## src/bwc_consts.svh

```systemverilog
// Register offsets, reset values and field positions of the wait config block.
`ifndef BWC_CONSTS_SVH
`define BWC_CONSTS_SVH

// ----------------------------------------------------------------
// Register map
// ----------------------------------------------------------------
`define BWC_OFS_AREA_WAIT     12'h000
`define BWC_OFS_DMA_CYCLES    12'h004
`define BWC_OFS_STATUS        12'h008
`define BWC_RST_AREA_WAIT     16'hffff
`define BWC_RST_DMA_CYCLES    16'h000f
`define BWC_AREA_FIELD_W      4
`define BWC_NUM_AREAS         4
`define BWC_REG_W             16

// ----------------------------------------------------------------
// Status register fields
// ----------------------------------------------------------------
`define BWC_STAT_BUSY_BIT     0
`define BWC_STAT_AREA_LSB     1
`define BWC_STAT_WAITING_BIT  3

`endif

```

## src/bwc_pkg.sv

```systemverilog
// Types shared by the wait config block.
`default_nettype none
package bwc_pkg;
   typedef enum logic [1:0] {BWC_IDLE, BWC_WAIT, BWC_EXT, BWC_DONE} bwc_state_type;
endpackage : bwc_pkg
`default_nettype wire

```

## src/bwc_wait_seq.sv

```systemverilog
// Access sequencer that inserts programmed and externally requested wait cycles.
`default_nettype none
`include "bwc_consts.svh"
module bwc_wait_seq
   import bwc_pkg::*;
(
   // Clock and reset.
   input  wire logic        i_ref_clk,
   input  wire logic        i_rst,
   // Access request and programmed count.
   input  wire logic        i_start,
   input  wire logic [3:0]  i_count,
   input  wire logic        i_ext_wait,
   // Sequencer status.
   output logic             o_busy,
   output logic             o_done,
   output logic             o_waiting
);

   typedef struct packed {
      bwc_state_type state;
      logic [3:0]    cnt;
      logic          done;
      logic          busy;
      logic          waiting;
   } bwc_seq_type;

   bwc_seq_type s_r, s_nxt;

   // ----------------------------------------------------------------
   // Wait sequencing
   // ----------------------------------------------------------------
   // A zero count skips straight to completion and never looks at the wait input.
   always_comb
   begin
      s_nxt      = s_r;
      s_nxt.done = 1'b0;
      case (s_r.state)
         BWC_IDLE:
         begin
            if (i_start)
            begin
               s_nxt.cnt = i_count;
               if (i_count == 4'h0)
               begin
                  s_nxt.state = BWC_DONE;
                  s_nxt.done  = 1'b1;
               end
               else
               begin
                  s_nxt.state = BWC_WAIT;
               end
            end
         end
         BWC_WAIT:
         begin
            s_nxt.cnt = s_r.cnt - 4'h1;
            if (s_r.cnt == 4'h1)
            begin
               if (i_ext_wait)
               begin
                  s_nxt.state = BWC_EXT;
               end
               else
               begin
                  s_nxt.state = BWC_DONE;
                  s_nxt.done  = 1'b1;
               end
            end
         end
         BWC_EXT:
         begin
            // Extension lasts as long as the external party holds the input.
            if (!i_ext_wait)
            begin
               s_nxt.state = BWC_DONE;
               s_nxt.done  = 1'b1;
            end
         end
         BWC_DONE:
         begin
            s_nxt.state = BWC_IDLE;
         end
         default:
         begin
            s_nxt.state = BWC_IDLE;
         end
      endcase
      // Status flags are registered so that the outputs come from flops.
      s_nxt.busy    = (s_nxt.state != BWC_IDLE);
      s_nxt.waiting = (s_nxt.state == BWC_EXT);
   end

   always_ff @(posedge i_ref_clk or posedge i_rst)
   begin
      if (i_rst)
         s_r <= '{state: BWC_IDLE, cnt: 4'h0, done: 1'b0, busy: 1'b0, waiting: 1'b0};
      else
         s_r <= s_nxt;
   end

   // Outputs come straight from state flops.
   assign o_busy    = s_r.busy;
   assign o_done    = s_r.done;
   assign o_waiting = s_r.waiting;

endmodule : bwc_wait_seq
`default_nettype wire

```

## src/bwc_top.sv

```systemverilog
// APB register bank for per-area wait counts and DMA access cycles, with wait sequencer.
//
// Operation
// - Area wait register is 16-bit read/write, four 0-15 wait counts.
// - Power-on reset loads the area wait register with all ones.
// - Manual reset and standby leave both wait registers unchanged.
// - Bits 15:12 hold the area three wait count.
// - Bits 11:8 hold the area two wait count.
// - Bits 7:4 hold the area one wait count.
// - Bits 3:0 hold the area zero wait count.
// - Count zero inserts no waits and ignores the external wait input.
// - Nonzero count N inserts N waits and honours the external wait.
// - DMA single-address cycle register is 16-bit read/write.
// - Power-on reset sets the DMA cycle register to 000F.
//
// Notes for the next engineer.
// Every APB transfer completes with no wait state: pready is a
// one-cycle pulse in the first access-phase cycle.
// Read data and the error flag are latched at the setup edge,
// so they stand while pready is high.
// Writes land at the edge where pready is sampled high, which is
// the edge at which the master ends the transfer.
// Only the low half of a word is stored; the upper half reads 0.
// Manual reset and standby are ports but are not decoded: both
// wait registers must survive them.
// The wait pin is asynchronous and passes two flops; the price is
// two cycles before an extension is seen at the end of a count.
// A zero count skips the wait pin, so a device that asserts it on
// such an area is never waited for.
// The DMA cycle register is only stored and passed on.
`default_nettype none
`include "bwc_consts.svh"
module bwc_top
   import bwc_pkg::*;
(
   // Clock and power-on reset.
   input  wire logic        i_ref_clk,
   input  wire logic        i_rst,
   // Manual reset and standby requests, held off the register bank.
   input  wire logic        i_manual_rst,
   input  wire logic        i_standby,
   // APB slave.
   input  wire logic        i_psel,
   input  wire logic        i_penable,
   input  wire logic        i_pwrite,
   input  wire logic [11:0] i_paddr,
   input  wire logic [31:0] i_pwdata,
   output logic [31:0]      o_prdata,
   output logic             o_pready,
   output logic             o_pslverr,
   // External access request and wait pin.
   input  wire logic        i_access_req,
   input  wire logic [1:0]  i_access_area,
   input  wire logic        i_ext_wait_pin,
   // Settings and access status towards the bus controller.
   output logic [15:0]      o_dma_cycles,
   output logic             o_access_done,
   output logic             o_access_busy
);

   // ----------------------------------------------------------------
   // State
   // ----------------------------------------------------------------
   typedef struct packed {
      logic [15:0] area_wait;
      logic [15:0] dma_cycles;
      logic [31:0] prdata;
      logic        pready;
      logic        pslverr;
      logic [1:0]  area;
      logic        wait_s1;
      logic        wait_s2;
      logic        start;
   } bwc_top_type;

   bwc_top_type s_r, s_nxt;

   logic seq_busy;
   logic seq_done;
   logic seq_waiting;

   // Pick one area's four-bit count out of the register.
   function automatic logic [3:0] area_count(input logic [15:0] r, input logic [1:0] a);
      area_count = r[a*`BWC_AREA_FIELD_W +: `BWC_AREA_FIELD_W];
   endfunction : area_count

   // Setup phase of APB, sampled once per transfer.
   logic apb_setup;
   assign apb_setup = i_psel && !i_penable;

   // Access phase with pready high: the edge at which a transfer ends.
   logic apb_access;
   assign apb_access = i_psel && i_penable && s_r.pready;

   // ----------------------------------------------------------------
   // Next state
   // ----------------------------------------------------------------
   // Read data registered at the setup edge keeps the read mux off the critical path with no wait state.
   always_comb
   begin
      s_nxt         = s_r;
      s_nxt.pready  = 1'b0;
      s_nxt.pslverr = 1'b0;
      s_nxt.start   = 1'b0;
      // The pin is foreign to this clock, so it passes two flops first.
      s_nxt.wait_s1 = i_ext_wait_pin;
      s_nxt.wait_s2 = s_r.wait_s1;
      if (apb_setup)
      begin
         s_nxt.pready = 1'b1;
         case (i_paddr)
            `BWC_OFS_AREA_WAIT:
            begin
               s_nxt.prdata = {16'h0000, s_r.area_wait};
            end
            `BWC_OFS_DMA_CYCLES:
            begin
               s_nxt.prdata = {16'h0000, s_r.dma_cycles};
            end
            `BWC_OFS_STATUS:
            begin
               s_nxt.pslverr = i_pwrite;
               s_nxt.prdata  = {28'h0000000, seq_waiting, s_r.area, seq_busy};
            end
            default:
            begin
               s_nxt.pslverr = 1'b1;
               s_nxt.prdata  = 32'h00000000;
            end
         endcase
      end
      // Writes land at the edge where pready is seen high, never at setup.
      if (apb_access && i_pwrite)
      begin
         case (i_paddr)
            `BWC_OFS_AREA_WAIT:
            begin
               s_nxt.area_wait = i_pwdata[15:0];
            end
            `BWC_OFS_DMA_CYCLES:
            begin
               s_nxt.dma_cycles = i_pwdata[15:0];
            end
            default:
            begin
               s_nxt.area_wait = s_r.area_wait;
            end
         endcase
      end
      // Manual reset and standby are deliberately not decoded here.
      if (i_access_req && !seq_busy && !s_r.start)
      begin
         s_nxt.start = 1'b1;
         s_nxt.area  = i_access_area;
      end
   end

   // ----------------------------------------------------------------
   // Registers
   // ----------------------------------------------------------------
   // Only the power-on reset loads the bank with its reset values.
   always_ff @(posedge i_ref_clk or posedge i_rst)
   begin
      if (i_rst)
      begin
         s_r            <= '0;
         s_r.area_wait  <= `BWC_RST_AREA_WAIT;
         s_r.dma_cycles <= `BWC_RST_DMA_CYCLES;
      end
      else
      begin
         s_r <= s_nxt;
      end
   end

   // ----------------------------------------------------------------
   // Wait sequencer
   // ----------------------------------------------------------------
   bwc_wait_seq u_seq (
      .i_ref_clk  (i_ref_clk),
      .i_rst      (i_rst),
      .i_start    (s_r.start),
      .i_count    (area_count(s_r.area_wait, s_r.area)),
      .i_ext_wait (s_r.wait_s2),
      .o_busy     (seq_busy),
      .o_done     (seq_done),
      .o_waiting  (seq_waiting)
   );

   assign o_prdata      = s_r.prdata;
   assign o_pready      = s_r.pready;
   assign o_pslverr     = s_r.pslverr;
   assign o_dma_cycles  = s_r.dma_cycles;
   assign o_access_done = seq_done;
   assign o_access_busy = seq_busy;

   // Done follows the start at once exactly for a zero field.
   for (genvar g = 0; g < `BWC_NUM_AREAS; g++)
   begin : g_area_chk

   end
endmodule : bwc_top
`default_nettype wire

```

## config.mk

```make
export PLATFORM = sky130hd
export DESIGN_NAME = bwc_top
export DESIGN_NICKNAME = d
export VERILOG_FILES = /design/src/bwc_pkg.sv /design/src/bwc_wait_seq.sv /design/src/bwc_top.sv
export VERILOG_INCLUDE_DIRS = /design/src /design/src/src
export SDC_FILE = /design/constraint.sdc
export NUM_CORES = 1
export LEC_CHECK = 0
export BUFFER_PORTS_ARGS = -buffer_cell sky130_fd_sc_hd__buf_2
export CORE_MARGIN = 10
export CORE_UTILIZATION = 25
export DETAILED_ROUTE_END_ITERATION = 12
export SLEW_MARGIN = 30
export SYNTH_ARGS = -nofsm -noshare
export SYNTH_HDL_FRONTEND = slang
export SYNTH_HIERARCHICAL = 1
export SYNTH_SLANG_ARGS = --single-unit
```

## constraint.sdc

```tcl
create_clock -name i_ref_clk -period 1.9 [get_ports i_ref_clk]
set_input_delay 0.19 -clock i_ref_clk [delete_from_list [all_inputs] [get_ports i_ref_clk]]
set_output_delay 0.19 -clock i_ref_clk [all_outputs]
set_load 0.03 [all_outputs]
```

Word-level counts from Yosys, hierarchy flattened

Index checks and enable logic that the tools add are counted.

Add/subtract/negate cells: 1
Equality and inequality tests: 8
Shift operators: 1
Multiplexer cells: 15
Reductions and logical operators: 18

Operators with widths:

| operator            | count |
|---|---|
| $pmux 16 s3         | 1 |
| $shiftx 16x5->4     | 1 |
| $eq 12x3->1 const B | 1 |
| $eq 12x4->1 const B | 1 |
| $logic_not 12->1    | 1 |
| $mux 2              | 4 |
| $pmux 2 s4          | 1 |
| $pmux 4 s2          | 1 |
| $mux 7              | 1 |
| $eq 2x2->1 const B  | 3 |
| $logic_and 1x1->1   | 6 |
| $reduce_and 2->1    | 3 |
| $mux 1              | 5 |
| $eq 4x1->1 const B  | 1 |
| $logic_not 4->1     | 1 |
| $reduce_bool 2->1   | 2 |
| $sub 4x1->4 const B | 1 |
| $logic_not 1->1     | 3 |
| $pmux 1 s3          | 1 |
| $eq 2x1->1 const B  | 1 |
| $logic_not 2->1     | 1 |
| $ne 2x2->1 const B  | 1 |
| $pmux 1 s2          | 1 |
| $reduce_or 2->1     | 1 |

Register bits: 64
Bits of input ports: 55
Output and inout bits: 52
Word-level logic and storage cells: 57

Logic depth before layout (Yosys ltp)

Depth after elaboration: 6
Mapped depth: 5
Mapped depth without buffers: 5

Modules after synthesis

Netlist, hierarchy kept.

By module, submodules not included:

| module       | instances | cells an instance | area an instance (um^2) | sequential area each (um^2) |
|---|---|---|---|---|
| bwc_top      | 1         | 223               | 2899.0                  | 1401.3 |
| bwc_wait_seq | 1         | 49                | 489.2                   | 225.2 |

Least setup slack after synthesis

Ideal clock, no wire load.

Path kind: flip-flop to flip-flop
Start: reg s_r[3] (netlist bit)
End: reg u_seq.s_r, in the netlist u_seq/o_done
Library setup time: 90 ps
Data arrival time: 1648 ps
Required time: 1810 ps
Path slack: 162 ps
Cell stages (with the launch flop): 6
Path buffers: 1
Period minus slack after synthesis: 1738 ps
Cells stage by stage: dfrtp_1 clkbuf_1 mux4_2 nor4_1 nand2_1 o221ai_1

RTL lines:

| what                     | RTL line           | text |
|---|---|---|
| start: declaration       | bwc_top.sv:76      | `bwc_top_type s_r, s_nxt;` |
| start signal: assignment | bwc_top.sv:172     | `s_r <= s_nxt;` |
| end signal: assignment   | bwc_wait_seq.sv:97 | `s_r <= '{state: BWC_IDLE, cnt: 4'h0, done: 1'b0, busy: 1'b0, waiting: 1'b0};` |
| end signal: assignment   | bwc_wait_seq.sv:99 | `s_r <= s_nxt;` |
| end: declaration         | bwc_wait_seq.sv:28 | `bwc_seq_type s_r, s_nxt;` |

==> results.toml <==
[synthesis]
synth_cell_types = 44
yosysWarnings = 6
ys_ff_latch = 64
syn_inst = 272
synth.cell_area_mm2 = 0.00339
yosys-top-cells-area = "dfrtp_1 32%, dfstp_2 16%, buf_4 11%"
syn_area_per_cell_um2 = 12.5
yosysSeqAreaShare = 0.480
synth_top_area_cell = "dfrtp_1"
yosys.area.top_type_share = 0.325

[floorplanning]
die_y_um = 136
io_pins = 107
die_w_um = 136
rows = 42
core_area_mm2 = 0.0132
dieArea_mm2 = 0.0186
start_util = 0.256

[timing]
hold_violations = 0
slew_headroom = 0.664
fin_setup_tns_ns = 0
timing.fmax_ghz = 0.573
fin_crit_sh = 0.918
worst_slack_ns = 0.155
setup_viol = 0
tightest_slew_ns = 0.503
final_max_slew_viol_count = 0
finClkSkew_ns = 0.00754
rsz0062_at_grt = "false"
fin_crit_ns = 1.75

[place]
place_area_mm2 = 0.00369
io_buffers = 72
gp_congestion = 0.753
dp_hpwl_mm = 6.53
pre_cts_ws_ns = 0.0904
place_inst = 486

[cells_and_area]
areaGrowthSynthToFinish_pct = 18.4
seqCellArea_mm2 = 0.00163
final_cell_area_mm2 = 0.00401
fin_cells = 505
fill_cells = 1371
utilization = 0.303
mostFrequentLayoutCell = "buf_2"
drive_gt1_frac = 0.509
most-common-layout-cells = "72 x buf_2, 43 x dfrtp_1, 20 x mux2_4, 20 x dfstp_2, 18 x mux2_2"
nNetsFinal = 380
multiInputGateArea_mm2 = 0.00135

[worst_setup_path]
crit_fanout = 6
cp-start-kind = "flip-flop"
crit_type = "flip-flop to flip-flop"
critPathCaptureType = "flip-flop"
critical_path_arrival_ns = 1.98
cp.required_ns = 2.13

[clock_network]
clk_pin_slew_ns = 0.05
htree_levels = 3
clk_path_buf_depth = 2
cts_buffers = 9
clock-root-buffer = "clkbuf_16"
cts_tree = "yes"
cts.sinks = 64
clk_latency_ns = 0.32
post_cts_buffers = 0

[route]
via_count = 2170
avgRoutedWirePerCell_um = 16.8
drtPass1Iterations = 4
ant_nets = 0
route.detailed.drc = 0
drt-initial-drc-count = 159
vias_per_cell = 4.30
wl_mm = 8.51

[pwr]
p_per_area_mw_per_mm2 = 985
max-vdd-ir-drop_v = 0.000618
comb_power_share = 0.162
clkPwrFrac = 0.418
p_leak_nw = 1.94
pwr-share-seq = 0.420
p_int_mw = 2.87
p_sw_mw = 1.08
switching_share = 0.274

[min_path]
hold_path_class = "input port to flip-flop"

[status]
status = "completed"

[global_routing]
track_usage = 0.0939
overflow = 0
grt_max_degree = 35
antenna_found_initial = 2
grt_pass1_vias = 2313
grt_pass1_wl_mm = 13.3

[job]
cap_violations = 0
==> routing by layer <==
layer  vias to the layer above  track usage  wire, µm
li1                       1003            -         -
met1                      1064        0.117      3720
met2                        91        0.144      3900
met3                        10       0.0387       749
met4                         2       0.0314       119
met5                         -            0        13
==> power by group through the flow <==
stage / sequential (mW) / combinational (mW) / clock (mW)
2_1_floorplan: 1.61 / 0.545 / 0
3_3_place_gp: 1.67 / 0.622 / 0
3_5_place_dp: 1.67 / 0.641 / 0
4_1_cts: 1.66 / 0.644 / 1.69
5_1_grt: 1.68 / 0.711 / 1.76
6_report: 1.66 / 0.640 / 1.65
==> logic make-up after synthesis <==
| family | after synthesis | share of synthesized area |
|---|---|---|
| buffers and inverters | 67 | 0.138 |
| other | 1 | 0.00111 |
| AOI/OAI and AO/OA | 36 | 0.0735 |
| muxes | 54 | 0.210 |
| DFF | 64 | 0.480 |
| adders and majority gates | 2 | 0.00738 |
| and+or+nand+nor | 48 | 0.0894 |
==> worst paths after layout <==
path	from	end	slack (ns)	cells past startpoint
worst max-delay path	s_r[3]	u_seq/o_done	0.15	4
worst min-delay path	i_pwdata[4]	o_dma_cycles[4]	0.11	2
worst max register to register	s_r[3]	u_seq/o_done	0.15	4
worst min register to register	s_nxt[1]	s_r[1]	0.36	0
max in group asynchronous	i_rst	s_r[69]	0.81	4
min in group asynchronous	i_rst	u_seq/s_r[7]	0.41	3
==> cell type report <==
cell class	instances	share of cell area
inverter	8	0.00749
tap	176	0.0549
sequential	64	0.406
antenna	1	0.000624
clock inverter	3	0.00998
multi-input combinational	156	0.337
clock buffer	13	0.0649
timing repair buffer	84	0.120
==> critical path: stages, from the launching register on <==
cell      delay [ns]
dfrtp_2         0.45
mux4_2          0.54
nor4_1          0.35
nand2_1         0.11
o221ai_1        0.21
==> timing repair <==
item | CTS | global route
hold buffers | 2 | 0
resized for setup | 0 | 1
setup endpoints to repair | 0 | 1
endpoints found under the hold margin | 22 | 0
==> registers in the layout (all words and copies together) (netlist names), 6 cells and up <==
register      count
s_r              20
o_dma_cycles     16
o_prdata         16
u_seq/s_r         6
==> per-stage QoR <==
step	hold WS (ns)	power (mW)
after floorplan	0.0179	2.15
after global placement	0.213	2.29
after detailed placement	0.211	2.32
after CTS	0.102	3.99
after global routing	0.105	4.15
final	0.112	3.95
==> synthesized netlist by cell type, drive strengths merged <==
| library cell | count |
|---|---|
| nand2 | 15 |
| mux4 | 4 |
| nor4 | 4 |
| nor4b | 1 |
| o2bb2a | 1 |
| a41oi | 2 |
| or2 | 1 |
| o221ai | 1 |
| dfrtp | 44 |
| nor2b | 1 |
| a2bb2oi | 3 |
| nor3b | 3 |
| inv | 8 |
| clkbuf | 3 |
| nand4 | 2 |
| buf | 56 |
| nand2b | 3 |
| or3 | 1 |
| a21oi | 3 |
| ha | 2 |
| nor2 | 8 |
| conb | 1 |
| mux2i | 12 |
| o22a | 3 |
| dfstp | 20 |
| nand3 | 2 |
| a221oi | 4 |
| and4 | 2 |
| o21a | 2 |
| o221a | 1 |
| mux2 | 38 |
| o21bai | 1 |
| nor3 | 4 |
| nand4bb | 1 |
| o21ai | 15 |
Power figures use the tool's default switching activity.
